File: config.mk
export PLATFORM = sky130hd
export DESIGN_NAME = pfc_top
export DESIGN_NICKNAME = d
export VERILOG_FILES = /design/src/pfc_pkg.sv /design/src/pfc_edge_if.sv /design/src/pfc_edge_det.sv /design/src/pfc_top.sv
export SDC_FILE = /design/constraint.sdc
export NUM_CORES = 1
export LEC_CHECK = 0
export ABC_AREA = 0
export BUFFER_PORTS_ARGS = -buffer_cell sky130_fd_sc_hd__clkbuf_2
export CAP_MARGIN = 20
export CORE_AREA = 2 2 210 212
export CTS_BUF_LIST = sky130_fd_sc_hd__clkbuf_16
export CTS_CLUSTER_SIZE = 30
export DETAILED_ROUTE_END_ITERATION = 8
export DIE_AREA = 0 0 212 214
export MAX_ROUTING_LAYER = met4
export PLACE_DENSITY_LB_ADDON = 0.25
export SLEW_MARGIN = 20
export SYNTH_ARGS = -nofsm -noshare
export SYNTH_HDL_FRONTEND = slang
export SYNTH_SLANG_ARGS = --single-unit
File: constraint.sdc
create_clock -name clock -period 15.44 [get_ports clock]
set_input_delay 3.088 -clock clock [delete_from_list [all_inputs] [get_ports clock]]
set_output_delay 3.088 -clock clock [all_outputs]
set_load 0.01 [all_outputs]
File: src/pfc_pkg.sv
package pfc_pkg;
  // number of port groups and their slot order: p0 p1 p2 p3 p7 p8 p9 p10 p11 p12
  localparam int PFC_NPORT = 10;
  localparam int PFC_P0    = 0;
  localparam int PFC_P2    = 2;
  localparam int PFC_P3    = 3;
  localparam int PFC_P7    = 4;
  localparam int PFC_P8    = 5;

  // register banks, one word per port slot
  localparam logic [5:0]  PFC_BANK_LATCH = 6'h00; // byte 0x000 + 4*slot
  localparam logic [5:0]  PFC_BANK_DIR   = 6'h01; // byte 0x040 + 4*slot
  localparam logic [5:0]  PFC_BANK_PULL  = 6'h02; // byte 0x080 + 4*slot
  localparam logic [5:0]  PFC_BANK_ALT   = 6'h03; // byte 0x0C0 + 4*slot
  // single registers
  localparam logic [11:0] PFC_OFS_PCC    = 12'h100; // processor_clock_control
  localparam logic [11:0] PFC_OFS_MSS    = 12'h104; // memory_size_select
  localparam logic [11:0] PFC_OFS_XRS    = 12'h108; // expansion_ram_size_select
  localparam logic [11:0] PFC_OFS_EDGE   = 12'h10C; // edge select, 2 bits per input
  localparam logic [11:0] PFC_OFS_ISTAT  = 12'h110; // interrupt status, read only
  localparam logic [11:0] PFC_OFS_IEN    = 12'h114; // interrupt enable
  localparam logic [11:0] PFC_OFS_ICLR   = 12'h118; // interrupt clear, write only
  localparam logic [11:0] PFC_OFS_MODE   = 12'h11C; // mode status, read only
  localparam logic [11:0] PFC_OFS_TPIN   = 12'h120; // timer pin source select

  // reset values
  localparam logic [7:0]  PFC_PCC_RST    = 8'h00;
  localparam logic [7:0]  PFC_MSS_RST    = 8'hCF; // 60K program, 1024 high-speed ram
  localparam logic [7:0]  PFC_XRS_RST    = 8'h0A; // 1024 expansion ram
  localparam logic [5:0]  PFC_EDGE_RST   = 6'h00;
  localparam logic [3:0]  PFC_IEN_RST    = 4'h0;

  // field positions
  localparam int PFC_FRC_BIT     = 6; // feedback_resistor_cut in pcc
  localparam int PFC_P0_T16_BIT  = 0;
  localparam int PFC_P0_CNT_BIT  = 3;
  localparam int PFC_P0_XTAL_BIT = 4;
  localparam int PFC_P2_STB_BIT  = 3;
  localparam int PFC_P2_BUSY_BIT = 4;
  localparam int PFC_P3_T16_BIT  = 0;
  localparam int PFC_P3_PCL_BIT  = 5;
  localparam int PFC_P3_BUZ_BIT  = 6;

  // per-slot masks, slot 9 first
  localparam logic [9:0][7:0] PFC_WIDTH_MASK = {8'hFF, 8'hFF, 8'hFF, 8'hFF, 8'h03,
                                                8'h1F, 8'hFF, 8'hFF, 8'hFF, 8'h1F};
  localparam logic [9:0][7:0] PFC_DIR_MASK   = {8'hFF, 8'hFF, 8'h00, 8'h00, 8'h00,
                                                8'h1F, 8'hFF, 8'hFF, 8'hFF, 8'h0E};
  localparam logic [9:0][7:0] PFC_FORCE_OUT  = {8'h00, 8'h00, 8'hFF, 8'hFF, 8'h03,
                                                8'h00, 8'h00, 8'h00, 8'h00, 8'h00};
  localparam logic [9:0][7:0] PFC_PULL_MASK  = {8'h00, 8'h00, 8'h00, 8'h00, 8'h00,
                                                8'h00, 8'hFF, 8'hFF, 8'hFF, 8'h0E};
  localparam logic [9:0][7:0] PFC_ALT_MASK   = {8'hFF, 8'hFF, 8'hFF, 8'hFF, 8'h03,
                                                8'h00, 8'h61, 8'h08, 8'h00, 8'h00};
  // first display line carried by each slot
  localparam logic [9:0][5:0] PFC_DISP_BASE  = {6'h1A, 6'h12, 6'h0A, 6'h02, 6'h00,
                                                6'h00, 6'h00, 6'h00, 6'h00, 6'h00};

  // edge selection of one interrupt input
  typedef enum logic [1:0] {PFC_EDGE_OFF, PFC_EDGE_RISE, PFC_EDGE_FALL, PFC_EDGE_BOTH} pfc_edge_e;
endpackage

File: src/pfc_edge_if.sv
interface pfc_edge_if;
  logic              level; // sampled pin level
  pfc_pkg::pfc_edge_e mode; // edge to detect
  logic              event_p; // one-cycle detect pulse
  modport det (input level, input mode, output event_p);
  modport src (output level, output mode, input event_p);
endinterface

File: src/pfc_edge_det.sv
module pfc_edge_det (
  input wire logic clock,
  input wire logic rst,
  pfc_edge_if.det  e
);
  logic prev_r;   // level one cycle ago
  logic prev_nxt;

  // next previous level
  always_comb begin
    prev_nxt = e.level;
  end

  // register the level; starts high so a held-high pin gives no false rise
  always_ff @(posedge clock or posedge rst) begin
    if (rst) begin
      prev_r <= 1'b1;
    end else begin
      prev_r <= prev_nxt;
    end
  end

  // edge decode per selected mode
  always_comb begin
    case (e.mode)
      pfc_pkg::PFC_EDGE_RISE: e.event_p = e.level & ~prev_r;
      pfc_pkg::PFC_EDGE_FALL: e.event_p = ~e.level & prev_r;
      pfc_pkg::PFC_EDGE_BOTH: e.event_p = e.level ^ prev_r;
      default:                e.event_p = 1'b0;
    endcase
  end
endmodule // pfc_edge_det

File: src/pfc_top.sv
// Functional notes
// RULE1: port0 middle three bits bidirectional, ends input
// RULE2: ports 0,2,3 pull-ups on inputs by software
// RULE3: software sets feedback cut when crystal pin is port
// RULE4: analog port input mode, no automatic pull-up
// RULE5: five-bit n-channel open-drain port, input at reset
// RULE6: three p-channel output-only ports shared with display
// RULE7: two p-channel bidirectional ports, input at reset
// RULE8: first three interrupts: rising, falling or both
// RULE9: fourth interrupt falling only, shares counter clock
// RULE10: auto transfer strobe out, busy in on port2
// RULE11: timer16 and pwm14 output on port3 bit
// RULE12: programming mode by supply level with reset low
// RULE13: programming pins: enable, read strobe, inhibit, buses
// RULE14: reset gives 60K program, 1024 byte ram
// RULE15: reset gives 1024 byte expansion ram
// RULE16: pin driven only when direction selects output
//
// Decided for this implementation: the register offsets and register access over APB.
module pfc_top (
  input  wire logic             clock,
  input  wire logic             rst,
  // apb slave
  input  wire logic             psel,
  input  wire logic             penable,
  input  wire logic             pwrite,
  input  wire logic [11:0]      paddr,
  input  wire logic [31:0]      pwdata,
  output logic      [31:0]      prdata,
  output logic                  pready,
  output logic                  pslverr,
  // port pins, slot order p0 p1 p2 p3 p7 p8 p9 p10 p11 p12
  input  wire logic [9:0][7:0]  port_in,
  output logic      [9:0][7:0]  port_out,
  output logic      [9:0][7:0]  port_oe,
  output logic      [9:0][7:0]  port_pullup_en,
  // alternate sources from peripherals
  input  wire logic [33:0]      display_drive,
  input  wire logic             auto_xfer_strobe_out,
  input  wire logic             timer16_out,
  input  wire logic             pwm14_out,
  input  wire logic             programmable_clock_out,
  input  wire logic             buzzer_out,
  // pin levels toward peripherals
  output logic                  busy_in,
  output logic                  timer16_count_in,
  output logic                  updown_counter_clock_in,
  output logic                  sub_crystal_in,
  output logic [7:0]            analog_in_0,
  // configuration toward the rest of the chip
  output logic                  feedback_resistor_cut,
  output logic [7:0]            memory_size_select,
  output logic [7:0]            expansion_ram_size_select,
  output logic                  irq,
  // programming mode
  input  wire logic             prog_supply_ok,
  input  wire logic             reset_pin_n,
  input  wire logic             chip_enable_n,
  input  wire logic             read_strobe_n,
  input  wire logic             program_inhibit_in_n,
  input  wire logic [16:0]      prog_addr,
  input  wire logic [7:0]       prog_data_in,
  output logic      [7:0]       prog_data_out,
  output logic                  prog_data_oe,
  output logic                  prog_mode,
  output logic      [16:0]      prom_addr,
  output logic      [7:0]       prom_wdata,
  output logic                  prom_we,
  input  wire logic [7:0]       prom_rdata
);
  // register state
  logic [9:0][7:0] latch_r, latch_nxt;   // output latches
  logic [9:0][7:0] dir_r, dir_nxt;       // 1 = output
  logic [9:0][7:0] pull_r, pull_nxt;     // pull-up request
  logic [9:0][7:0] alt_r, alt_nxt;       // alternate function select
  logic [7:0]      pcc_r, pcc_nxt;       // processor_clock_control
  logic [7:0]      mss_r, mss_nxt;       // memory_size_select
  logic [7:0]      xrs_r, xrs_nxt;       // expansion_ram_size_select
  logic [5:0]      edge_r, edge_nxt;     // edge select of inputs 0..2
  logic [3:0]      istat_r, istat_nxt;   // sticky interrupt status
  logic [3:0]      ien_r, ien_nxt;       // interrupt enable
  logic            tpin_r, tpin_nxt;     // 1 = pwm14 on timer pin
  logic [31:0]     rdata_r, rdata_nxt;   // captured read word
  logic            err_r, err_nxt;       // unmapped address seen in setup
  // programming state
  logic            pmode_r, pmode_nxt;
  logic [16:0]     paddr_r, paddr_nxt;
  logic [7:0]      pwd_r, pwd_nxt;
  logic            pwe_r, pwe_nxt;
  logic [7:0]      pdo_r, pdo_nxt;
  // combinational helpers
  logic [9:0][7:0] dir_eff;              // effective direction
  logic [9:0][7:0] alt_val;              // alternate drive values
  logic [9:0][7:0] drive_val;            // value heading for each pin
  logic [9:0][7:0] pin_view;             // value seen on reads
  logic [63:0]     disp_ext;             // display lines, zero padded
  logic [3:0]      irq_ev;               // edge pulses
  logic            setup;                // apb setup cycle
  logic            wr;                   // apb write taking effect
  logic [5:0]      bank;                 // port bank of address
  logic [3:0]      slot;                 // port slot of address

  pfc_edge_if eif [4] ();                // one link per interrupt input

  // interrupt edge detectors
  for (genvar k = 0; k < 4; k++) begin : g_irq
    pfc_edge_det u_det (
      .clock (clock),
      .rst   (rst),
      .e     (eif[k])
    );
    assign eif[k].level = port_in[pfc_pkg::PFC_P0][k];
    if (k < 3) begin : g_sel
      assign eif[k].mode = pfc_pkg::pfc_edge_e'(edge_r[2*k +: 2]); // RULE8
    end else begin : g_fall
      assign eif[k].mode = pfc_pkg::PFC_EDGE_FALL; // RULE9
    end
    assign irq_ev[k] = eif[k].event_p;
  end

  assign disp_ext = {30'h0, display_drive};
  assign setup    = psel & ~penable;
  assign wr       = psel & penable & pwrite;
  assign bank     = paddr[11:6];
  assign slot     = paddr[5:2];

  // pin drive and read view
  always_comb begin
    for (int i = 0; i < pfc_pkg::PFC_NPORT; i++) begin
      dir_eff[i] = (dir_r[i] & pfc_pkg::PFC_DIR_MASK[i]) | pfc_pkg::PFC_FORCE_OUT[i]; // RULE1 RULE6
      for (int b = 0; b < 8; b++) begin
        alt_val[i][b] = disp_ext[6'(pfc_pkg::PFC_DISP_BASE[i] + 6'(b))]; // RULE6 RULE7
      end
    end
    // serial and timer sources on ports 2 and 3
    alt_val[pfc_pkg::PFC_P2] = 8'h00;
    alt_val[pfc_pkg::PFC_P2][pfc_pkg::PFC_P2_STB_BIT] = auto_xfer_strobe_out; // RULE10
    alt_val[pfc_pkg::PFC_P3] = 8'h00;
    alt_val[pfc_pkg::PFC_P3][pfc_pkg::PFC_P3_T16_BIT] = tpin_r ? pwm14_out : timer16_out; // RULE11
    alt_val[pfc_pkg::PFC_P3][pfc_pkg::PFC_P3_PCL_BIT] = programmable_clock_out;
    alt_val[pfc_pkg::PFC_P3][pfc_pkg::PFC_P3_BUZ_BIT] = buzzer_out;
    for (int i = 0; i < pfc_pkg::PFC_NPORT; i++) begin
      drive_val[i] = (alt_r[i] & pfc_pkg::PFC_ALT_MASK[i] & alt_val[i])
                   | (~(alt_r[i] & pfc_pkg::PFC_ALT_MASK[i]) & latch_r[i]);
      pin_view[i]  = ((dir_eff[i] & latch_r[i]) | (~dir_eff[i] & port_in[i]))
                   & pfc_pkg::PFC_WIDTH_MASK[i]; // RULE16
      if (i == pfc_pkg::PFC_P7) begin
        // n-channel open drain: only pulls low
        port_out[i] = 8'h00;
        port_oe[i]  = dir_eff[i] & ~drive_val[i] & pfc_pkg::PFC_WIDTH_MASK[i]; // RULE5
      end else if (i >= pfc_pkg::PFC_P8) begin
        // p-channel open drain: only pulls high
        port_out[i] = pfc_pkg::PFC_WIDTH_MASK[i];
        port_oe[i]  = dir_eff[i] & drive_val[i] & pfc_pkg::PFC_WIDTH_MASK[i]; // RULE6 RULE7
      end else begin
        port_out[i] = drive_val[i] & pfc_pkg::PFC_WIDTH_MASK[i];
        port_oe[i]  = dir_eff[i] & pfc_pkg::PFC_WIDTH_MASK[i]; // RULE16
      end
      // pull-up only on inputs, never switched on by analog use
      port_pullup_en[i] = pull_r[i] & ~dir_eff[i] & pfc_pkg::PFC_PULL_MASK[i]; // RULE2 RULE4
    end
  end

  // pin levels handed to peripherals
  assign busy_in                 = port_in[pfc_pkg::PFC_P2][pfc_pkg::PFC_P2_BUSY_BIT]; // RULE10
  assign timer16_count_in        = port_in[pfc_pkg::PFC_P0][pfc_pkg::PFC_P0_T16_BIT];
  assign updown_counter_clock_in = port_in[pfc_pkg::PFC_P0][pfc_pkg::PFC_P0_CNT_BIT]; // RULE9
  assign sub_crystal_in          = port_in[pfc_pkg::PFC_P0][pfc_pkg::PFC_P0_XTAL_BIT];
  assign analog_in_0             = port_in[1]; // RULE4

  // register file next state
  always_comb begin
    latch_nxt = latch_r;
    dir_nxt   = dir_r;
    pull_nxt  = pull_r;
    alt_nxt   = alt_r;
    pcc_nxt   = pcc_r;
    mss_nxt   = mss_r;
    xrs_nxt   = xrs_r;
    edge_nxt  = edge_r;
    ien_nxt   = ien_r;
    tpin_nxt  = tpin_r;
    istat_nxt = istat_r;
    rdata_nxt = rdata_r;
    err_nxt   = err_r;
    // software clear first, so a same-cycle event sets again
    if (wr && paddr == pfc_pkg::PFC_OFS_ICLR) begin
      istat_nxt = istat_nxt & ~pwdata[3:0];
    end
    istat_nxt = istat_nxt | irq_ev; // RULE8 RULE9
    // writes take effect in the access cycle
    if (wr && bank <= pfc_pkg::PFC_BANK_ALT && slot < 4'(pfc_pkg::PFC_NPORT)) begin
      if (bank == pfc_pkg::PFC_BANK_LATCH) begin
        latch_nxt[slot] = pwdata[7:0] & pfc_pkg::PFC_WIDTH_MASK[slot];
      end else if (bank == pfc_pkg::PFC_BANK_DIR) begin
        dir_nxt[slot] = pwdata[7:0] & pfc_pkg::PFC_DIR_MASK[slot]; // RULE1 RULE5 RULE7
      end else if (bank == pfc_pkg::PFC_BANK_PULL) begin
        pull_nxt[slot] = pwdata[7:0] & pfc_pkg::PFC_PULL_MASK[slot]; // RULE2
      end else begin
        alt_nxt[slot] = pwdata[7:0] & pfc_pkg::PFC_ALT_MASK[slot];
      end
    end else if (wr && paddr == pfc_pkg::PFC_OFS_PCC) begin
      pcc_nxt = pwdata[7:0]; // RULE3
    end else if (wr && paddr == pfc_pkg::PFC_OFS_MSS) begin
      mss_nxt = pwdata[7:0]; // RULE14
    end else if (wr && paddr == pfc_pkg::PFC_OFS_XRS) begin
      xrs_nxt = pwdata[7:0]; // RULE15
    end else if (wr && paddr == pfc_pkg::PFC_OFS_EDGE) begin
      edge_nxt = pwdata[5:0]; // RULE8
    end else if (wr && paddr == pfc_pkg::PFC_OFS_IEN) begin
      ien_nxt = pwdata[3:0];
    end else if (wr && paddr == pfc_pkg::PFC_OFS_TPIN) begin
      tpin_nxt = pwdata[0]; // RULE11
    end
    // read data and decode captured in the setup cycle
    if (setup) begin
      rdata_nxt = 32'h0;
      err_nxt   = 1'b0;
      if (bank <= pfc_pkg::PFC_BANK_ALT && slot < 4'(pfc_pkg::PFC_NPORT)) begin
        if (bank == pfc_pkg::PFC_BANK_LATCH) begin
          rdata_nxt[7:0] = pin_view[slot]; // RULE16
        end else if (bank == pfc_pkg::PFC_BANK_DIR) begin
          rdata_nxt[7:0] = dir_eff[slot];
        end else if (bank == pfc_pkg::PFC_BANK_PULL) begin
          rdata_nxt[7:0] = pull_r[slot];
        end else begin
          rdata_nxt[7:0] = alt_r[slot];
        end
      end else if (paddr == pfc_pkg::PFC_OFS_PCC) begin
        rdata_nxt[7:0] = pcc_r;
      end else if (paddr == pfc_pkg::PFC_OFS_MSS) begin
        rdata_nxt[7:0] = mss_r;
      end else if (paddr == pfc_pkg::PFC_OFS_XRS) begin
        rdata_nxt[7:0] = xrs_r;
      end else if (paddr == pfc_pkg::PFC_OFS_EDGE) begin
        rdata_nxt[5:0] = edge_r;
      end else if (paddr == pfc_pkg::PFC_OFS_ISTAT) begin
        rdata_nxt[3:0] = istat_r;
      end else if (paddr == pfc_pkg::PFC_OFS_IEN) begin
        rdata_nxt[3:0] = ien_r;
      end else if (paddr == pfc_pkg::PFC_OFS_ICLR) begin
        rdata_nxt = 32'h0; // write only
      end else if (paddr == pfc_pkg::PFC_OFS_MODE) begin
        rdata_nxt[0] = pmode_r;
      end else if (paddr == pfc_pkg::PFC_OFS_TPIN) begin
        rdata_nxt[0] = tpin_r;
      end else begin
        err_nxt = 1'b1; // unmapped
      end
    end
  end

  // register file
  always_ff @(posedge clock or posedge rst) begin
    if (rst) begin
      latch_r <= '0;
      dir_r   <= '0; // RULE5 RULE7
      pull_r  <= '0;
      alt_r   <= '0;
      pcc_r   <= pfc_pkg::PFC_PCC_RST;
      mss_r   <= pfc_pkg::PFC_MSS_RST; // RULE14
      xrs_r   <= pfc_pkg::PFC_XRS_RST; // RULE15
      edge_r  <= pfc_pkg::PFC_EDGE_RST;
      istat_r <= 4'h0;
      ien_r   <= pfc_pkg::PFC_IEN_RST;
      tpin_r  <= 1'b0;
      rdata_r <= 32'h0;
      err_r   <= 1'b0;
    end else begin
      latch_r <= latch_nxt;
      dir_r   <= dir_nxt;
      pull_r  <= pull_nxt;
      alt_r   <= alt_nxt;
      pcc_r   <= pcc_nxt;
      mss_r   <= mss_nxt;
      xrs_r   <= xrs_nxt;
      edge_r  <= edge_nxt;
      istat_r <= istat_nxt;
      ien_r   <= ien_nxt;
      tpin_r  <= tpin_nxt;
      rdata_r <= rdata_nxt;
      err_r   <= err_nxt;
    end
  end

  // apb answer: one access cycle, no wait
  assign pready  = 1'b1;
  assign prdata  = rdata_r;
  assign pslverr = psel & penable & err_r;

  // configuration outputs
  assign feedback_resistor_cut     = pcc_r[pfc_pkg::PFC_FRC_BIT]; // RULE3
  assign memory_size_select        = mss_r;
  assign expansion_ram_size_select = xrs_r;
  assign irq                       = |(istat_r & ien_r);

  // programming mode next state
  always_comb begin
    pmode_nxt = prog_supply_ok & ~reset_pin_n; // RULE12
    paddr_nxt = prog_addr; // RULE13
    pwd_nxt   = prog_data_in;
    // write pulse: program low with read strobe high
    pwe_nxt   = pmode_r & ~program_inhibit_in_n & read_strobe_n; // RULE13
    pdo_nxt   = prom_rdata;
  end

  // programming mode registers
  always_ff @(posedge clock or posedge rst) begin
    if (rst) begin
      pmode_r <= 1'b0;
      paddr_r <= 17'h0;
      pwd_r   <= 8'h00;
      pwe_r   <= 1'b0;
      pdo_r   <= 8'h00;
    end else begin
      pmode_r <= pmode_nxt;
      paddr_r <= paddr_nxt;
      pwd_r   <= pwd_nxt;
      pwe_r   <= pwe_nxt;
      pdo_r   <= pdo_nxt;
    end
  end

  // data bus drives only for read and verify
  assign prog_data_oe  = pmode_r & ~chip_enable_n & ~read_strobe_n & program_inhibit_in_n; // RULE13
  assign prog_data_out = pdo_r;
  assign prog_mode     = pmode_r;
  assign prom_addr     = paddr_r;
  assign prom_wdata    = pwd_r;
  assign prom_we       = pwe_r;
endmodule // pfc_top

Word level (Yosys, flattened, before mapping)
Memories as Yosys holds them, arrays and structs flattened.
Cells that the tools add are included.
{"block": "word_totals", "mem_count": 4, "input_bits": 206, "regBits": 407, "latch_bits": 0, "output_inout_bits": 340, "ram_bits": 0, "rom_bits": 512, "wordCells": 269}
{"block": "op_classes", "n_reduce_logical": 23, "n_eq_ne": 20, "n_mux": 46, "addsub": 0, "div": 0, "mul": 0, "order_cmp": 4, "bitwise": 114, "shifts": 0}
{"memory": "(name not given)", "depth": 16, "word_bits": 8, "rd": 1, "rd_ports_with_merged_regs": 0, "wr": 0, "line_no": "pfc_top.sv:200", "rtl": "alt_nxt[slot] = pwdata[7:0] & pfc_pkg::PFC_ALT_MASK[slot];"}
{"memory": "(name not given)", "depth": 16, "word_bits": 8, "rd": 1, "rd_ports_with_merged_regs": 0, "wr": 0, "line_no": "pfc_top.sv:198", "rtl": "pull_nxt[slot] = pwdata[7:0] & pfc_pkg::PFC_PULL_MASK[slot];"}
{"memory": "(name not given)", "depth": 16, "word_bits": 8, "rd": 1, "rd_ports_with_merged_regs": 0, "wr": 0, "line_no": "pfc_top.sv:196", "rtl": "dir_nxt[slot] = pwdata[7:0] & pfc_pkg::PFC_DIR_MASK[slot];"}
{"memory": "(name not given)", "depth": 16, "word_bits": 8, "rd": 1, "rd_ports_with_merged_regs": 0, "wr": 0, "line_no": "pfc_top.sv:194", "rtl": "latch_nxt[slot] = pwdata[7:0] & pfc_pkg::PFC_WIDTH_MASK[slot];"}
{"op": "bitwise mux 80 bit", "n": 4}
{"op": "AND 8 bit", "n": 29}
{"op": "binary-select mux 8 bit (select 4 bit)", "n": 4}
{"op": "2-to-1 mux 8 bit", "n": 16}
{"op": "== test 12 x 9 -> 1 bit (second input constant)", "n": 9}
{"op": "NOT 8 bit", "n": 9}
{"op": "OR 8 bit", "n": 9}
{"op": "demux 8 bit (select 4 bit)", "n": 1}
{"op": "NOT 1 bit", "n": 21}
{"op": "AND 5 bit", "n": 4}
{"op": "AND 1 bit", "n": 17}
{"op": "AND 4 bit", "n": 4}
{"op": "2-to-1 mux 1 bit", "n": 14}
{"op": "== test 2 bit (second input constant)", "n": 6}
{"op": "2-to-1 mux 4 bit", "n": 3}
{"op": "AND reduction 4 bit", "n": 3}
{"op": "logical AND 1 bit", "n": 11}
{"op": "NOT 5 bit", "n": 2}
{"op": "OR 5 bit", "n": 2}
{"op": "one-hot mux 1 bit (3 select lines)", "n": 3}
{"op": "NOT 4 -> 8 bit", "n": 1}
{"op": "NOT 7 -> 8 bit", "n": 1}
{"op": "OR 4 x 8 -> 8 bit", "n": 1}
{"op": "OR 7 x 8 -> 8 bit", "n": 1}
{"op": "25 further kinds", "n": 32}

Longest topological paths before layout
Gate-level depths: netlist of the first run.
{"block": "depth", "ltp_word": 11, "depth_mapped": 11, "ltp_nobuf": 7}

By module
A second synthesis of the first run with hierarchy kept.
{"block": "unflattened", "hier_cells": 1675, "hier_area_um2": 19308.5}
{"module": "pfc_top", "area_per_inst_um2": 18953.2, "cells_per_inst": 1631, "n_inst": 1}
{"module": "pfc_edge_det", "area_per_inst_um2": 88.8, "cells_per_inst": 11, "n_inst": 4}

Worst setup path after synthesis of the first run
No wires, ideal clock.
{"block": "synth_timing", "kind": "input -> output", "start": "input port display_drive[0]", "end": "output port port_oe[40] (netlist name)", "required_time_ns": 12.352, "n_path_buf": 1, "path_stages": 2, "path_slack_ns": 8.886, "t_arrival_ns": 3.466, "path_cell_list": "mux2_2 buf_4"}
{"element": "from (decl)", "line_no": "pfc_top.sv:38", "rtl": "input wire logic [33:0] display_drive,"}
{"element": "to (decl)", "line_no": "pfc_top.sv:35", "rtl": "output logic [9:0][7:0] port_oe,"}

==> summary.md, run 1 <==
| Metric | Value |
|---|---|
| Outcome | finished, final reports clean |
| VDD IR-drop max | 0.0757 mV |
| RSZ-0062 raised after global routing | no |
| Minimum hold slack | 0.479 ns |
| Crit path kind | in -> out |
| Crit start category | input pin |
| Synth cell types | 63 |
| Reg-to-reg critical path endpoint | prdata[3]$_DFFE_PP0P_ |
| Die area | 0.0454 mm^2 |
| GR Util All Layers | 28.4% |
| Yosys warning total | 0 |
| Worst setup EP type | output port |
| Vias | 14,500 |
| Worst reg2reg startpoint | latch_r[19]$_DFFE_PP0P_ |
| Dpl hpwl | 46,100 um |
| Die Ht | 214 um |
| Area growth syn-to-layout | 11.4% |
| Core area | 0.0429 mm^2 |
| Crit Path Max Fanout | 1 |
| Register area | 0.00910 mm^2 |
| Rows | 76 |
| Max Cap Viol | 0 |
| Fin Setup TNS | 0 ns |
| CTS Hold Bufs | 0 |
| Synth Area per Inst | 10.4 um^2 |
| Synth Cell Area | 0.0189 mm^2 |
| Slew Limit Fails | 0 |
| Post-CTS Setup Repair Bufs | 0 |
| Number of global-route vias before repair | 13,900 |
| Number of H-tree levels | 2 |
| Top_reg_cell synth | dfrtp_1 |
| First DRT Iteration DRCs | 1,262 |
| Fin crit share | 43.5% |
| Routed WL | 63,200 um |
| Post-CTS Resized | 0 |
| Filler instances | 4,009 |
| Hold path depth | 2 |
| Endpoints failing setup | 0 |
| Vias per Instance | 5.46 |
| Top cell by count, worst path | clkbuf_2 |
| Worst reg-to-reg path cell count | 6 |
| CP arrival | 3.62 ns |
| Slowest cell on the critical path | nor2b_1 |
| Nets | 2,257 |
| I/O pins | 546 |
| Hold Fails Final Rpt | 0 |
| Max clock buf depth | 3 |
| Worst Hold Class | reg -> reg |
| Worst path top cell family by delay | buffers and inverters |
| CP cell instances | clkbuf_2, mux2i_1, nor2b_1, clkbuf_2 |
| Initial antenna violation count | 1 |
| Async S/R FF share, synth | 100% |
| DR WL/cell | 23.8 um |
| Ant diodes | 0 |
| Share of cells above drive strength 1 | 27.8% |
| CTS tree | built |
| Hold Crit Start | pull_r[36]$_DFFE_PP0P_ |
| Flops & latches, synth | 363 |
| PwrDens | 96.0 mW/mm^2 |
| CTS root buf | clkbuf_16 |
| Reg2Reg Setup Slack | 13.12 ns |
| Buf+Inv Stages, Crit Path | 2 |
| DRT Pass-1 Iters | 8 |
| Port Buf Inserts | 348 |
| Worst-Skew Late Latency | 0.58 ns |
| Final Skew | 0.0197 ns |
| Multi-input logic area | 0.00808 mm^2 |
| WHS Endpoint | pull_r[36]$_DFFE_PP0P_ |
| EDFF count, synth | 0 |
| Gp weighted congestion | 0.948 |
| Slew margin rel. | 30.2% |
| Worst Path Required | 12.35 ns |
| Clk slew on worst S/H paths | 0.06 ns |
| Largest net degree at the start of global routing | 183 |
| Register area share after synthesis | 48.1% |
| Clock Sinks | 363 |
| Slowest stage delay, CP | 0.18 ns |
| Total grt overflow | 0 |
| FMAX | 149 MHz |
| Antenna viol nets, final | 0 |
| Most frequent cells in the layout | dfrtp_1 (351), clkbuf_2 (346), nand2_1 (262), o21ai_0 (206), conb_1 (143) |
| Gate Count Post-Synth | 1,813 |
| First-pass GRT wire length | 91,900 um |
| Initial core utilization | 44.1% |
| TritonCTS Buffers | 40 |
| Drt drc | 0 |
| Leak pwr | 0.0103 uW |
| Die Wd | 212 um |
| Slew @ Worst Pin | 1.05 ns |
| Most common cell after layout, fill and taps aside | dfrtp_1 |
| Tmin final | 6.71 ns |
cell families (layout without fill, tap and decap cells):
family	count (synthesis)	after routing	share of synthesized area, %
simple gates	520	520	13.3
flops	363	363	48.1
fa+ha+maj	8	8	0.529
compound gates	323	323	9.96
mux	251	251	16.1
other cells	2	143	0.0397
buf+inv	346	464	12.0
final cells by class:
type	instances	share of cell area (%)
inverters	34	0.641
clock inverters	31	0.902
clock buffers	40	4.75
repair buffers	359	8.74
multi-input cells	1245	38.3
flip-flops and latches	363	43.2
well taps	585	3.47
Yosys cell counts, types with 32 or more instances:
master,instances,area [um^2]
o21ai_0,206,1030
inv_1,33,124
mux2_2,108,1220
buf_4,246,1850
nor2b_1,65,407
nand2_1,262,983
clkbuf_1,40,150
and2_1,69,432
dfrtp_1,351,8780
mux2i_1,111,1110
nor2_1,49,184
mux4_2,32,721
through the flow:
| step | setup WS [ns] | util, % | std cells | power (uW) | cell area, um^2 |
|---|---|---|---|---|---|
| 2_1_floorplan | 2.30 | - | 1954 | 1100 | 19400 |
| 3_3_place_gp | 8.70 | 46.4 | 2586 | 1140 | 19900 |
| 3_5_place_dp | 8.71 | 46.4 | 2586 | 1150 | 19900 |
| 4_1_cts | 8.71 | 49.2 | 2657 | 2030 | 21100 |
| 5_1_grt | 8.67 | 49.2 | 2657 | 2090 | 21100 |
| 6_report | 8.73 | 49.2 | 2657 | 2020 | 21100 |
worst max path at each step:
stage | startpoint | end | slack [ns] | depth (start not counted)
floorplan | rst | alt_r[0]$_DFFE_PP0P_ | 2.30 | 1
global placement | display_drive[27] | port_oe[73] | 8.70 | 4
detailed placement | display_drive[27] | port_oe[73] | 8.71 | 4
CTS | display_drive[27] | port_oe[73] | 8.71 | 4
global route | display_drive[27] | port_oe[73] | 8.67 | 4
finish | display_drive[27] | port_oe[73] | 8.73 | 4
registers in the layout, indices dropped and copies added, names as in the netlist, 5 cells and up:
signal	count
alt_r	80
pull_r	80
latch_r	50
port_oe	27
dir_eff	21
prom_addr	17
port_out	13
expansion_ram_size_select	8
memory_size_select	8
pcc_r	8
prdata	8
prog_data_out	8
prom_wdata	8
edge_r	6
drive_val	5
power by group:
| part | internal [uW] | switching (uW) | leakage, uW |
|---|---|---|---|
| clock | 490 | 404 | 0.000626 |
| sequential | 959 | 3.15 | 0.00485 |
| combinational | 45.9 | 122 | 0.00485 |
| total | 1490 | 530 | 0.0103 |
layer usage:
| layer | part of all wire [%] | global-route usage, % |
|---|---|---|
| met2 | 47 | 43.4 |
| met1 | 42 | 37.6 |
| met3 | 7.5 | 4.79 |
| met4 | 4.1 | 11.2 |
| met5 | 0 | - |
worst register-to-register path, stage by stage (launching register included):
cell and delay, ns:
dfrtp_1 0.57, mux2i_1 0.14, mux4_2 0.54, nor2_1 0.14
a2111oi_0 0.09, a211oi_1 0.58, a221o_1 0.19
Power figures use the tool's default switching activity.
==> inputs of run 2 (changes only) <==
--- a/config.mk
+++ b/config.mk
@@ -8,11 +8,11 @@
 export ABC_AREA = 0
 export BUFFER_PORTS_ARGS = -buffer_cell sky130_fd_sc_hd__clkbuf_2
 export CAP_MARGIN = 20
-export CORE_AREA = 2 2 210 212
+export CORE_AREA = 2 2 214 216
 export CTS_BUF_LIST = sky130_fd_sc_hd__clkbuf_16
 export CTS_CLUSTER_SIZE = 30
 export DETAILED_ROUTE_END_ITERATION = 8
-export DIE_AREA = 0 0 212 214
+export DIE_AREA = 0 0 216 218
 export MAX_ROUTING_LAYER = met4
 export PLACE_DENSITY_LB_ADDON = 0.25
 export SLEW_MARGIN = 20
==> constraint.sdc (replaced) <==
create_clock -name clock -period 6.1 [get_ports clock]
set_input_delay 1.22 -clock clock [delete_from_list [all_inputs] [get_ports clock]]
set_output_delay 1.22 -clock clock [all_outputs]
set_load 0.01 [all_outputs]
==> run 2 against run 1 <==
Effect of this change:
- global-route usage shrank 0.55 points
- critical endpoint is now latch_r[25]$_DFFE_PP0P_
- combinational power increased to 2.6 times the previous value
- sequential share of layout area is 0.43 points lower
- utilization is 1.7 points lower
- sequential power grew to 2.5 times the previous value
- final area grew 1.0%
- worst setup slack got worse by 6.4 ns
- cell count rose by 1.2%
- clock skew grew 0.0074 ns
- die area grew 3.8%
- non-clock buffer count is 12 higher
- critical path depth grew 2
==> summary.md, run 2 (synthesis gave the netlist of run 1 again) <==
| Metric | Value |
|---|---|
| Outcome | finished, final reports clean |
| Multi-input logic area | 0.00808 mm^2 (unchanged) |
| Die area | 0.0471 mm^2 (+3.8%) |
| Max clock buf depth | 3 (unchanged) |
| Register area | 0.00910 mm^2 (unchanged) |
| Worst Path Required | 6.55 ns (-5.80 ns) |
| Tmin final | 3.76 ns |
| CTS tree | built |
| Most crowded layer after global routing | met2 |
| Vias per Instance | 5.32 (-2.5%) |
| Leak pwr | 0.0104 uW (+0.83%) |
| Crit Path Max Fanout | 14 (+13) |
| Max Cap Viol | 0 (unchanged) |
| FMAX | 266 MHz |
| Antenna viol nets, final | 0 (unchanged) |
| Port Buf Inserts | 348 (unchanged) |
| Worst reg-to-reg path cell count | 6 (unchanged) |
| Worst setup EP type | flip-flop |
| Worst-Skew Late Latency | 0.58 ns (about the same) |
| Comb power frac | 8.3% (about the same) |
| Post-DP Area | 0.0200 mm^2 (+0.62%) |
| Crit start category | input pin |
| Vias | 14,300 (-1.3%) |
| Rows | 78 (+2.6%) |
| Initial antenna violation count | 2 (+1) |
| Core area | 0.0449 mm^2 (+4.7%) |
| PwrDens | 245 mW/mm^2 (+160%) |
| First-pass GRT wire length | 93,100 um (+1.3%) |
| DRT Pass-1 Iters | 5 (-3) |
| Seq pwr share | 46.7% (-0.8 points) |
| Post-CTS Resized | 0 (unchanged) |
| RSZ-0062 raised after global routing | no |
| Dpl hpwl | 47,400 um (+2.8%) |
| Fin Setup TNS | 0 ns (unchanged) |
| TritonCTS Buffers | 42 (+5.0%) |
| Total grt overflow | 0 (unchanged) |
| CP arrival | 4.21 ns (+0.59 ns) |
| Die Wd | 216 um (+1.9%) |
| Routed WL | 64,300 um (+1.8%) |
| Most frequent cells in the layout | dfrtp_1 (351), clkbuf_2 (346), nand2_1 (262), o21ai_0 (206), conb_1 (143) |
| CTS Hold Bufs | 0 (unchanged) |
| CTS root buf | clkbuf_16 |
| Most common cell after layout, fill and taps aside | dfrtp_1 |
| Largest regs | alt_r (80), pull_r (80), latch_r (50) |
| Die Ht | 218 um (+1.9%) |
| Filler instances | 4,263 (+6.3%) |
| VDD IR-drop max | 0.173 mV (+130%) |
| Nets | 2,271 (+0.62%) |
| Clk slew on worst S/H paths | 0.06 ns (about the same) |
| First DRT Iteration DRCs | 1,261 (-0.079%) |
| I/O pins | 546 (unchanged) |
| Drt drc | 0 (unchanged) |
| Initial core utilization | 42.1% (-2.0 points) |
| Number of global-route vias before repair | 14,000 (+0.22%) |
| Hold Crit Start | pull_r[44]$_DFFE_PP0P_ |
| Internal power | 3850 uW (+160%) |
| WHS Endpoint | pull_r[44]$_DFFE_PP0P_ |
| Hold path depth | 2 (unchanged) |
| Switching pwr | 1370 uW (+160%) |
| GR met3 Demand/Resource | 5.79% (+0.99 points) |
| Gp weighted congestion | 0.978 (+3.1%) |
| Worst Hold Class | reg -> reg |
| Placed Cells | 2,612 (+1.0%) |
| Clock Sinks | 363 (unchanged) |
| DR WL/cell | 23.9 um (+0.57%) |
| Slew Limit Fails | 0 (unchanged) |
| Clock share of power | 45.0% (+0.8 points) |
| Largest net degree at the start of global routing | 142 (-22%) |
| Slew @ Worst Pin | 0.971 ns (-0.0752 ns) |
| Slew margin rel. | 35.0% (+4.8 points) |
| Final Skew | 0.0271 ns (+0.00742 ns) |
| Share of cells above drive strength 1 | 28.4% (+0.60 points) |
| Endpoints failing setup | 0 (unchanged) |
| Area growth syn-to-layout | 12.6% |
| Hold Fails Final Rpt | 0 (unchanged) |
| Fin area | 0.0213 mm^2 (+1.0%) |
| Reg2Reg Setup Slack | 3.68 ns (-9.44 ns) |
| GR Util All Layers | 27.8% (-0.55 points) |
| Fin crit share | 61.6% |
| Worst reg2reg startpoint | latch_r[19]$_DFFE_PP0P_ |
| Reg-to-reg critical path endpoint | prdata[3]$_DFFE_PP0P_ |
| Number of H-tree levels | 2 (unchanged) |
| GR Layer Usage met1 | 35.8% (-1.9 points) |
| Crit path kind | in -> reg |
| Met2 Track Usage GR | 42.7% (-0.66 points) |
| Sw Share | 26.3% (+0.094 points) |
| Fin cells | 2,690 (+1.2%) |
| Post-CTS Setup Repair Bufs | 0 (unchanged) |
-- run 2: cell type report --
class                      instances  area share (%)
timing repair buffer             371            9.29
antenna                            2          0.0235
inverter                          34           0.617
sequential                       363            42.7
tap                              600            3.53
clock inverter                    33           0.922
multi-input combinational       1245            38.0
clock buffer                      42            4.94
-- run 2: power groups by stage --
stage	clock network [uW]	logic (uW)	registers [uW]
2_1_floorplan	0	307	2480
3_5_place_dp	0	429	2480
5_1_grt	2480	468	2430
3_3_place_gp	0	426	2480
6_report	2350	433	2430
4_1_cts	2390	430	2440
-- run 2: how the worst max path moves through the flow --
stage / slack, ns / endpoint / startpoint
after global placement: 1.87 / prdata[3]$_DFFE_PP0P_ / paddr[2]
after detailed placement: 1.85 / prdata[3]$_DFFE_PP0P_ / paddr[2]
final: 2.34 / latch_r[25]$_DFFE_PP0P_ / paddr[11]
after floorplan: 0.02 / alt_r[0]$_DFFE_PP0P_ / rst
after CTS: 2.44 / prdata[3]$_DFFE_PP0P_ / paddr[2]
after global routing: 2.18 / prdata[3]$_DFFE_PP0P_ / paddr[2]
-- run 2: stage by stage --
stage                     setup WS [ns]  power (uW)  utilization (%)  hold slack, ns
after detailed placement           1.85        2910             44.6           0.467
final                              2.34        5210             47.4           0.479
after global routing               2.18        5380             47.4           0.496
after CTS                          2.44        5250             47.4           0.481
after floorplan                  0.0216        2790                -           0.444
after global placement             1.87        2900             44.6           0.457
-- run 2: critical path, cell delays in order --
cell      delay [ns]
clkbuf_2        0.09
or4_1           0.80
nor3_4          0.43
and3_1          0.52
nand2_1         0.64
mux2_2          0.49
-- run 2: per-layer routing --
layer | vias to the layer above | wire, um
li1 | 6404 | -
met1 | 7067 | 26300
met2 | 705 | 30300
met3 | 144 | 5040
met4 | 0 | 2630
met5 | - | 0
